`config.mk`:
```
export PLATFORM = sky130hd
export DESIGN_NAME = spcd_top
export DESIGN_NICKNAME = d
export VERILOG_FILES = /design/src/spcd_pkg.sv /design/src/spcd_reg_if.sv /design/src/spcd_top.sv /design/src/spcd_param_dec.sv /design/src/spcd_ahb_slave.sv
export VERILOG_INCLUDE_DIRS = /design/src /design/src/src
export SDC_FILE = /design/constraint.sdc
export NUM_CORES = 1
export LEC_CHECK = 0
export ABC_AREA = 0
export ABC_CLOCK_PERIOD_IN_PS = 13100
export BUFFER_PORTS_ARGS = -buffer_cell sky130_fd_sc_hd__buf_2
export CORE_MARGIN = 1.5
export CORE_UTILIZATION = 30
export DETAILED_ROUTE_END_ITERATION = 6
export PLACE_DENSITY = 0.53
export SLEW_MARGIN = 0
export SYNTH_ARGS = -nofsm -noshare
export SYNTH_HDL_FRONTEND = slang
export SYNTH_SLANG_ARGS = --single-unit
export TNS_END_PERCENT = 5
```
`constraint.sdc`:
```
create_clock -name clock -period 13.1 [get_ports clock]
set_input_delay 0.655 -clock clock [delete_from_list [all_inputs] [get_ports clock]]
set_output_delay 0.655 -clock clock [all_outputs]
set_load 0.005 [all_outputs]
```
`src/spcd_defs.svh`:
```
// constants of the serial parameter command decoder
`ifndef SPCD_DEFS_SVH
`define SPCD_DEFS_SVH

// ==========================================================
// command frame
`define SPCD_HDR0 8'h55
`define SPCD_HDR1 8'hAA
`define SPCD_HDR2 8'h55

// ==========================================================
// parameter byte fields
`define SPCD_DW_MSB 1
`define SPCD_DW_LSB 0
`define SPCD_STOP_BIT 2
`define SPCD_PEN_BIT 3
`define SPCD_PT_MSB 5
`define SPCD_PT_LSB 4
`define SPCD_RSV_MSB 7
`define SPCD_RSV_LSB 6
`define SPCD_DW_7 2'h2
`define SPCD_DW_8 2'h3
`define SPCD_RSV_ZERO 2'h0
`define SPCD_BITS7 4'h7
`define SPCD_BITS8 4'h8

// ==========================================================
// register map, byte offsets
`define SPCD_OFS_CTRL 8'h00
`define SPCD_OFS_BAUD 8'h04
`define SPCD_OFS_PARAM 8'h08
`define SPCD_OFS_COUNT 8'h0C
`define SPCD_OFS_STAT 8'h10
`define SPCD_CTRL_EN 0
`define SPCD_CTRL_CLR 1
`define SPCD_CTRL_MODE_LSB 4
`define SPCD_CTRL_MODE_MSB 6
`define SPCD_STAT_ERR_LSB 0
`define SPCD_STAT_ERR_MSB 1
`define SPCD_STAT_BUSY 4
`define SPCD_STAT_GATE 5

// ==========================================================
// reset values and codes
`define SPCD_RST_BAUD 24'h01_C200
`define SPCD_RST_PARAM 8'h03
`define SPCD_RST_MODE 3'h3
`define SPCD_MODE_TCPC 3'h1
`define SPCD_MODE_TCPS 3'h3
`define SPCD_ERR_NONE 2'h0
`define SPCD_ERR_HDR 2'h1
`define SPCD_ERR_SUM 2'h2
`define SPCD_ERR_FIELD 2'h3
`define SPCD_HSIZE_WORD 3'h2

`endif

```
`src/spcd_pkg.sv`:
```
// types and shared functions of the serial parameter command decoder
package spcd_pkg;
    typedef enum logic [2:0] {
        st_hdr0, st_hdr1, st_hdr2, st_baud2, st_baud1, st_baud0, st_param, st_sum
    } spcd_rx_state_e;

    typedef enum logic {bus_idle, bus_data} spcd_bus_state_e;

    // low byte of the sum of three baud bytes and the parameter byte
    function automatic logic [7:0] spcd_sum8(input logic [23:0] baud, input logic [7:0] prm);
        logic [7:0] s;
        s = baud[23:16] + baud[15:8] + baud[7:0] + prm;
        return s;
    endfunction
endpackage

```
`src/spcd_reg_if.sv`:
```
// register access path between the bus slave and the decoder core
`timescale 1ns/1ns
interface spcd_reg_if;
    logic wr;
    logic rd;
    logic [7:0] addr;
    logic [31:0] wdata;
    logic [31:0] rdata;
    modport bus (output wr, output rd, output addr, output wdata, input rdata);
    modport regs (input wr, input rd, input addr, input wdata, output rdata);
endinterface

```
`src/spcd_top.sv`:
```
// serial parameter command decoder: frame check and uart setting update
// What this block does
// - valid command reloads baud, width, stop, parity
// - frame: 55 AA 55, baud msb first, param, sum
// - sum byte is low byte of four-byte sum
// - param: width bits 1:0, stop bit 2, 7:6 zero
// - bit 3 parity on; 5:4 odd/even/mark/space
// - act only when enabled in tcp server/client
`timescale 1ns/1ns
`include "spcd_defs.svh"
module spcd_top (
    input wire logic clock,
    input wire logic nrst,
    input wire logic hsel,
    input wire logic [31:0] haddr,
    input wire logic [1:0] htrans,
    input wire logic hwrite,
    input wire logic [2:0] hsize,
    input wire logic [31:0] hwdata,
    input wire logic hready,
    output logic [31:0] hrdata,
    output logic hreadyout,
    output logic hresp,
    input wire logic net_byte_valid,
    input wire logic [7:0] net_byte,
    output logic [23:0] uart_baud,
    output logic [3:0] uart_data_bits,
    output logic uart_stop_two,
    output logic uart_parity_en,
    output logic [1:0] uart_parity_type,
    output logic uart_cfg_load
);
    import spcd_pkg::*;

    // ==========================================================
    // declarations
    spcd_reg_if rif ();

    logic ctrl_en_ff;
    logic [2:0] mode_ff;
    logic gate;
    logic clr_cnt;

    spcd_rx_state_e state_ff;
    logic [23:0] baud_sh_ff;
    logic [7:0] prm_ff;
    logic take;
    logic sum_ok;
    logic good;
    logic hdr_bad;
    logic frame_bad;

    logic [3:0] dec_bits;
    logic dec_stop;
    logic dec_pen;
    logic [1:0] dec_ptype;
    logic dec_valid;

    logic [23:0] uart_baud_ff;
    logic [7:0] param_app_ff;
    logic [3:0] uart_data_bits_ff;
    logic uart_stop_two_ff;
    logic uart_parity_en_ff;
    logic [1:0] uart_parity_type_ff;
    logic uart_cfg_load_ff;

    logic [15:0] acc_cnt_ff;
    logic [15:0] rej_cnt_ff;
    logic [15:0] nxt_acc_cnt;
    logic [15:0] nxt_rej_cnt;
    logic [1:0] last_err_ff;
    logic [31:0] rdata;

    // ==========================================================
    // bus slave and parameter decoder
    spcd_ahb_slave u_slave (
        .clock(clock),
        .nrst(nrst),
        .hsel(hsel),
        .haddr(haddr),
        .htrans(htrans),
        .hwrite(hwrite),
        .hsize(hsize),
        .hwdata(hwdata),
        .hready(hready),
        .hrdata(hrdata),
        .hreadyout(hreadyout),
        .hresp(hresp),
        .rif(rif.bus)
    );

    spcd_param_dec u_dec (
        .prm(prm_ff),
        .data_bits(dec_bits),
        .stop_two(dec_stop),
        .parity_en(dec_pen),
        .parity_type(dec_ptype),
        .valid(dec_valid)
    );

    // ==========================================================
    // control register
    always_ff @(posedge clock or negedge nrst) begin
        if (!nrst) begin
            ctrl_en_ff <= 1'b0;
            mode_ff <= `SPCD_RST_MODE;
        end else if (rif.wr && rif.addr == `SPCD_OFS_CTRL) begin
            ctrl_en_ff <= rif.wdata[`SPCD_CTRL_EN];
            mode_ff <= rif.wdata[`SPCD_CTRL_MODE_MSB:`SPCD_CTRL_MODE_LSB];
        end
    end

    assign clr_cnt = rif.wr && rif.addr == `SPCD_OFS_CTRL && rif.wdata[`SPCD_CTRL_CLR];

    // udp and other modes carry raw data, so commands stay untouched there
    assign gate = ctrl_en_ff
        && (mode_ff == `SPCD_MODE_TCPS || mode_ff == `SPCD_MODE_TCPC);

    // ==========================================================
    // frame receiver
    assign take = gate && net_byte_valid;
    assign sum_ok = net_byte == spcd_sum8(baud_sh_ff, prm_ff);
    assign good = take && state_ff == st_sum && sum_ok && dec_valid;
    assign frame_bad = take && state_ff == st_sum && !(sum_ok && dec_valid);
    assign hdr_bad = take && ((state_ff == st_hdr1 && net_byte != `SPCD_HDR1)
        || (state_ff == st_hdr2 && net_byte != `SPCD_HDR2));

    // leaving the gate mid-frame drops the partial frame
    always_ff @(posedge clock or negedge nrst) begin
        if (!nrst) begin
            state_ff <= st_hdr0;
        end else if (!gate) begin
            state_ff <= st_hdr0;
        end else if (net_byte_valid) begin
            case (state_ff)
                st_hdr0: begin
                    if (net_byte == `SPCD_HDR0) begin
                        state_ff <= st_hdr1;
                    end
                end
                st_hdr1: begin
                    // a repeated first byte may still start a frame
                    if (net_byte == `SPCD_HDR1) begin
                        state_ff <= st_hdr2;
                    end else if (net_byte == `SPCD_HDR0) begin
                        state_ff <= st_hdr1;
                    end else begin
                        state_ff <= st_hdr0;
                    end
                end
                st_hdr2: begin
                    if (net_byte == `SPCD_HDR2) begin
                        state_ff <= st_baud2;
                    end else begin
                        state_ff <= st_hdr0;
                    end
                end
                st_baud2: state_ff <= st_baud1;
                st_baud1: state_ff <= st_baud0;
                st_baud0: state_ff <= st_param;
                st_param: state_ff <= st_sum;
                st_sum: state_ff <= st_hdr0;
                default: state_ff <= st_hdr0;
            endcase
        end
    end

    // baud arrives most significant byte first
    always_ff @(posedge clock or negedge nrst) begin
        if (!nrst) begin
            baud_sh_ff <= 24'h00_0000;
        end else if (take && (state_ff == st_baud2 || state_ff == st_baud1
            || state_ff == st_baud0)) begin
            baud_sh_ff <= {baud_sh_ff[15:0], net_byte};
        end
    end

    always_ff @(posedge clock or negedge nrst) begin
        if (!nrst) begin
            prm_ff <= 8'h00;
        end else if (take && state_ff == st_param) begin
            prm_ff <= net_byte;
        end
    end

    // ==========================================================
    // applied uart settings
    always_ff @(posedge clock or negedge nrst) begin
        if (!nrst) begin
            uart_baud_ff <= `SPCD_RST_BAUD;
            param_app_ff <= `SPCD_RST_PARAM;
            uart_data_bits_ff <= `SPCD_BITS8;
            uart_stop_two_ff <= 1'b0;
            uart_parity_en_ff <= 1'b0;
            uart_parity_type_ff <= 2'h0;
        end else if (good) begin
            uart_baud_ff <= baud_sh_ff;
            param_app_ff <= prm_ff;
            uart_data_bits_ff <= dec_bits;
            uart_stop_two_ff <= dec_stop;
            uart_parity_en_ff <= dec_pen;
            uart_parity_type_ff <= dec_ptype;
        end
    end

    // one-cycle strobe so the uart reloads its divider once
    always_ff @(posedge clock or negedge nrst) begin
        if (!nrst) begin
            uart_cfg_load_ff <= 1'b0;
        end else begin
            uart_cfg_load_ff <= good;
        end
    end

    // ==========================================================
    // statistics
    // an event in the clearing cycle still counts as one
    always_comb begin
        nxt_acc_cnt = (clr_cnt ? 16'h0000 : acc_cnt_ff) + {15'h0000, good};
        nxt_rej_cnt = (clr_cnt ? 16'h0000 : rej_cnt_ff) + {15'h0000, frame_bad || hdr_bad};
    end

    always_ff @(posedge clock or negedge nrst) begin
        if (!nrst) begin
            acc_cnt_ff <= 16'h0000;
            rej_cnt_ff <= 16'h0000;
        end else begin
            acc_cnt_ff <= nxt_acc_cnt;
            rej_cnt_ff <= nxt_rej_cnt;
        end
    end

    always_ff @(posedge clock or negedge nrst) begin
        if (!nrst) begin
            last_err_ff <= `SPCD_ERR_NONE;
        end else if (hdr_bad) begin
            last_err_ff <= `SPCD_ERR_HDR;
        end else if (frame_bad) begin
            last_err_ff <= sum_ok ? `SPCD_ERR_FIELD : `SPCD_ERR_SUM;
        end else if (good) begin
            last_err_ff <= `SPCD_ERR_NONE;
        end
    end

    // ==========================================================
    // register read mux; unmapped offsets read zero
    always_comb begin
        rdata = 32'h0000_0000;
        case (rif.addr)
            `SPCD_OFS_CTRL: begin
                rdata[`SPCD_CTRL_EN] = ctrl_en_ff;
                rdata[`SPCD_CTRL_MODE_MSB:`SPCD_CTRL_MODE_LSB] = mode_ff;
            end
            `SPCD_OFS_BAUD: rdata[23:0] = uart_baud_ff;
            `SPCD_OFS_PARAM: rdata[7:0] = param_app_ff;
            `SPCD_OFS_COUNT: rdata = {rej_cnt_ff, acc_cnt_ff};
            `SPCD_OFS_STAT: begin
                rdata[`SPCD_STAT_ERR_MSB:`SPCD_STAT_ERR_LSB] = last_err_ff;
                rdata[`SPCD_STAT_BUSY] = state_ff != st_hdr0;
                rdata[`SPCD_STAT_GATE] = gate;
            end
            default: rdata = 32'h0000_0000;
        endcase
    end

    assign rif.rdata = rdata;

    // ==========================================================
    // outputs
    assign uart_baud = uart_baud_ff;
    assign uart_data_bits = uart_data_bits_ff;
    assign uart_stop_two = uart_stop_two_ff;
    assign uart_parity_en = uart_parity_en_ff;
    assign uart_parity_type = uart_parity_type_ff;
    assign uart_cfg_load = uart_cfg_load_ff;
endmodule

```
`src/spcd_param_dec.sv`:
```
// decode of the serial parameter byte into uart settings
`timescale 1ns/1ns
`include "spcd_defs.svh"
module spcd_param_dec (
    input wire logic [7:0] prm,
    output logic [3:0] data_bits,
    output logic stop_two,
    output logic parity_en,
    output logic [1:0] parity_type,
    output logic valid
);
    always_comb begin
        data_bits = (prm[`SPCD_DW_MSB:`SPCD_DW_LSB] == `SPCD_DW_8) ? `SPCD_BITS8 : `SPCD_BITS7;
        stop_two = prm[`SPCD_STOP_BIT];
        parity_en = prm[`SPCD_PEN_BIT];
        parity_type = prm[`SPCD_PT_MSB:`SPCD_PT_LSB];
        // widths 5 and 6 have no code, so codes 00 and 01 are refused
        valid = (prm[`SPCD_RSV_MSB:`SPCD_RSV_LSB] == `SPCD_RSV_ZERO)
            && ((prm[`SPCD_DW_MSB:`SPCD_DW_LSB] == `SPCD_DW_7)
            || (prm[`SPCD_DW_MSB:`SPCD_DW_LSB] == `SPCD_DW_8));
    end
endmodule

```
`src/spcd_ahb_slave.sv`:
```
// ahb-lite slave with one wait state for every transfer
`timescale 1ns/1ns
`include "spcd_defs.svh"
module spcd_ahb_slave (
    input wire logic clock,
    input wire logic nrst,
    input wire logic hsel,
    input wire logic [31:0] haddr,
    input wire logic [1:0] htrans,
    input wire logic hwrite,
    input wire logic [2:0] hsize,
    input wire logic [31:0] hwdata,
    input wire logic hready,
    output logic [31:0] hrdata,
    output logic hreadyout,
    output logic hresp,
    spcd_reg_if.bus rif
);
    import spcd_pkg::*;

    spcd_bus_state_e state_ff;
    logic [7:0] addr_ff;
    logic write_ff;
    logic hreadyout_ff;
    logic [31:0] hrdata_ff;
    logic hresp_ff;
    logic accept;

    // htrans[1] marks NONSEQ and SEQ
    assign accept = hsel && htrans[1] && hready;

    always_ff @(posedge clock or negedge nrst) begin
        if (!nrst) begin
            state_ff <= bus_idle;
            hreadyout_ff <= 1'b1;
        end else if (state_ff == bus_idle) begin
            if (accept) begin
                state_ff <= bus_data;
                hreadyout_ff <= 1'b0;
            end
        end else begin
            state_ff <= bus_idle;
            hreadyout_ff <= 1'b1;
        end
    end

    // only whole-word writes land; narrower ones are dropped
    always_ff @(posedge clock or negedge nrst) begin
        if (!nrst) begin
            addr_ff <= 8'h00;
            write_ff <= 1'b0;
        end else if (state_ff == bus_idle && accept) begin
            addr_ff <= haddr[7:0];
            write_ff <= hwrite && (hsize == `SPCD_HSIZE_WORD);
        end
    end

    always_ff @(posedge clock or negedge nrst) begin
        if (!nrst) begin
            hrdata_ff <= 32'h0000_0000;
        end else if (rif.rd) begin
            hrdata_ff <= rif.rdata;
        end
    end

    always_ff @(posedge clock or negedge nrst) begin
        if (!nrst) begin
            hresp_ff <= 1'b0;
        end else begin
            hresp_ff <= 1'b0;
        end
    end

    assign rif.wr = (state_ff == bus_data) && write_ff;
    assign rif.rd = (state_ff == bus_data) && !write_ff;
    assign rif.addr = addr_ff;
    assign rif.wdata = hwdata;
    assign hrdata = hrdata_ff;
    assign hreadyout = hreadyout_ff;
    assign hresp = hresp_ff;
endmodule

```
==> impl_metrics.sql <==
INSERT INTO impl_metrics (metric_group, metric, value, unit) VALUES
('setup_path', 'critical_path.endpoint_type', 'flip-flop', ''),
('timing', 'grt_setup_unrepaired', 'no', ''),
('setup_path', 'worst_setup_path_endpoint', 'acc_cnt_ff[14]', ''),
('global_routing', 'global_route.usage.total', '14.6', '%'),
('clock_tree', 'postCtsSetupBuffers', '0', ''),
('logic_synthesis', 'synthTopCellsByArea', 'dfrtp_1 (49%), mux2_2 (10%), nand2_1 (4.8%), fa_1 (3.9%), dfstp_2 (3.7%)', ''),
('drt', 'detail_route.wl_per_cell', '16.3', 'microns'),
('drt', 'route.vias.total', '4899', ''),
('setup_path', 'timing.reg2reg.worst_path_depth', '19', ''),
('layout', 'final_cell_mix', 'dfrtp_1 (141), buf_2 (95), nand2_1 (92)', ''),
('logic_synthesis', 'synth.distinct_cells', '60', ''),
('timing', 'finClkSkew', '11.9', 'ps'),
('floorplanning', 'die_h', '158', 'microns'),
('global_routing', 'grt_first_pass_wirelength', '27.5', 'mm'),
('clock_tree', 'maximum_root_to_sink_buffer_count', '2', ''),
('global_routing', 'global_route.overflow_total', '0', ''),
('global_routing', 'initial_antenna_violation_count', '0', ''),
('global_routing', 'grt.met3_usage', '3.39', '%'),
('min_path', 'min_path_type', 'input port to async pin', ''),
('drt', 'firstDrtPassIters', '5', ''),
('power', 'powerDensity', '121', 'nW/um^2'),
('setup_path', 'critical_path_source_type', 'flip-flop', ''),
('clock_tree', 'worstSkewPairLatency', '420', 'ps'),
('timing', 'finalSetupViolations', '0', ''),
('clock_tree', 'h-tree-depth', '4', ''),
('drt', 'route.detailed.drc', '0', ''),
('power', 'worst_case_vdd_ir_drop', '0.0786', 'mV'),
('setup_path', 'critical_path.reg2reg.startpoint', 'baud_sh_ff[1]', ''),
('floorplanning', 'chipWidth', '158', 'microns'),
('global_routing', 'grt_pass1_vias', '4831', ''),
('layout', 'mostFrequentLayoutCell', 'dfrtp_1', ''),
('setup_path', 'timing.reg2reg.setup_slack', '7750', 'ps'),
('floorplanning', 'floorplan.io_pins', '150', ''),
('setup_path', 'crit_arrival', '5620', 'ps'),
('placed_design', 'routabilityCongestion', '0.793', ''),
('layout', 'syn_to_final_growth', '19.2', '%'),
('global_routing', 'met1_usage', '21.0', '%'),
('timing', 'fmax', '187', 'MHz'),
('layout', 'final_layout_size_suffix_gt1_share', '29.3', '%'),
('layout', 'antennaDiodeCount', '0', ''),
('logic_synthesis', 'synth_enable_flop_cells', '0', ''),
('logic_synthesis', 'yosysWarnings', '0', ''),
('setup_path', 'path_class', 'flip-flop to flip-flop', ''),
('clock_tree', 'cts-buffers-inserted', '17', ''),
('drt', 'totalWireLength', '17.2', 'mm'),
('logic_synthesis', 'synth.largest_area_cell', 'dfrtp_1', ''),
('logic_synthesis', 'synthArstFlopShare', '100', '%'),
('clock_tree', 'numClockSinks', '151', ''),
('floorplanning', 'floorplan.die_area', '24900', 'sq um'),
('drt', 'post_detailed_route_via_to_cell_ratio', '4.64', ''),
('logic_synthesis', 'post_synth_instance_area', '7180', 'sq um'),
('drt', 'detailedRoute.firstIterationViolations', '298', ''),
('logic_synthesis', 'syn-num-nets', '742', ''),
('clock_tree', 'cts_tree', 'yes', ''),
('timing', 'final.min_clock_period', '5350', 'ps'),
('logic_synthesis', 'postSynthCellCount', '633', ''),
('global_routing', 'grt.busiest_layer', 'met2', ''),
('clock_tree', 'total_of_cells_resized_after_clock_tree_synthesis', '0', ''),
('timing', 'final-max-slew-violation-count', '0', ''),
('placed_design', 'hpwl', '12.3', 'mm'),
('clock_tree', 'path_clk_slew', '60', 'ps'),
('timing', 'timing_worst_slew_pin_value', '1080', 'ps'),
('setup_path', 'cp-startpoint', 'baud_sh_ff[1]', ''),
('timing', 'share_of_the_clock_period_used_by_the_worst_path_after_layout', '40.9', '%'),
('setup_path', 'critPathMaxFanout', '35', ''),
('logic_synthesis', 'postSynth.topFlopCell', 'dfrtp_1', ''),
('setup_path', 'crit_required', '13360', 'ps'),
('outcome', 'outcome', 'finished, final reports clean', ''),
('global_routing', 'grt_util_met2', '21.8', '%'),
('floorplanning', 'core_region_area', '23500', 'sq um'),
('placed_design', 'post_dp_cell_area', '7940', 'sq um');
-- worst min-delay path by stage --
stage                        startpoint             endpoint  cells after the start
floorplan                          nrst        acc_cnt_ff[0]                      0
global placement     u_slave.hrdata[25]   u_slave.hrdata[25]                      2
detailed placement  u_slave.rif.addr[7]  u_slave.rif.addr[7]                      2
CTS                                nrst   u_slave.hrdata[17]                      1
global route                       nrst   u_slave.hrdata[17]                      1
finish                             nrst   u_slave.hrdata[17]                      1
-- critical path: stages, from the launching register on --
cell and delay, ps:
dfrtp_1 450, fa_1 570, inv_1 60, fa_1 490, inv_1 40, ha_1 210
fa_1 450, xor2_1 190, a2111oi_2 280, o2111ai_1 310, nor4_4 290, buf_4 460
ha_1 260, ha_1 210, nand2_1 50, or2_2 310, nor2_1 190, nand4_1 140
xor2_1 150, nor2_1 50
-- per-layer routing --
| layer | vias to the layer above | part of all wire (%) |
|---|---|---|
| li1 | 2363 | - |
| met1 | 2427 | 50 |
| met2 | 102 | 45 |
| met3 | 7 | 4.4 |
| met4 | 0 | 0.37 |
| met5 | - | 0 |
-- report_power, final --
| part | internal [mW] | total [mW] | switching, mW |
|---|---|---|---|
| clock | 0.325 | 0.518 | 0.193 |
| sequential | 0.473 | 0.480 | 0.00734 |
| combinational | 0.0128 | 0.0402 | 0.0274 |
| total | 0.810 | 1.04 | 0.228 |
-- flip-flops by register name, summed over array words and instances, names as in the netlist --
register,count
u_slave.hrdata,32
baud_sh_ff,24
uart_baud,24
acc_cnt_ff,16
rej_cnt_ff,16
param_app_ff,8
prm_ff,8
u_slave.rif.addr,8
mode_ff,3
state_ff,3
last_err_ff,2
uart_data_bits,2
ctrl_en_ff,1
u_slave.hreadyout,1
u_slave.state_ff,1
u_slave.write_ff,1
uart_cfg_load,1
-- synthesized netlist by cell type (3+ instances only) --
master,number
inv_1,14
ha_1,12
nor2b_1,7
clkbuf_1,12
xor2_1,29
or2_2,3
nor4_1,3
buf_4,7
mux2_2,65
nor3_1,6
nor4bb_1,3
o21ai_0,37
xnor2_1,15
or3_1,4
nor2_1,38
nand2_1,92
a31oi_1,3
and3_1,7
o31ai_1,4
buf_6,3
nand3_1,19
and2_1,6
dfrtp_1,141
fa_1,14
dfstp_2,10
a22oi_1,22
a21oi_1,10
buf_2,7
-- final cells by class --
cell class                 instances  area (sq um)
clock buffer                      21           450
clock inverter                    11           171
fill                            2388         14900
inverter                          15          56.3
multi-input combinational        437          3170
sequential                       151          3790
tap                              319           399
timing repair buffer             101           524
-- cells by family after synthesis --
group           share of synthesized area (%)
simple gates                             13.9
flops                                    52.8
compound gates                           8.07
mux                                      10.6
buf+inv                                  3.15
xor+xnor                                 5.37
fa+ha+maj                                5.99
other cells                            0.0522
-- through the flow --
| stage | cells | util (%) | setup slack (ps) | power [mW] | hold WS (ps) |
|---|---|---|---|---|---|
| after global placement | 1023 | 33.8 | 7810 | 0.529 | 457 |
| after global routing | 1055 | 36.5 | 7400 | 1.08 | 267 |
| after CTS | 1055 | 36.5 | 7690 | 1.05 | 249 |
| after detailed placement | 1023 | 33.8 | 7780 | 0.530 | 463 |
| after floorplan | 633 | - | 8360 | 0.507 | 359 |
| final | 1055 | 36.5 | 7750 | 1.04 | 241 |
Power figures use the tool's default switching activity.
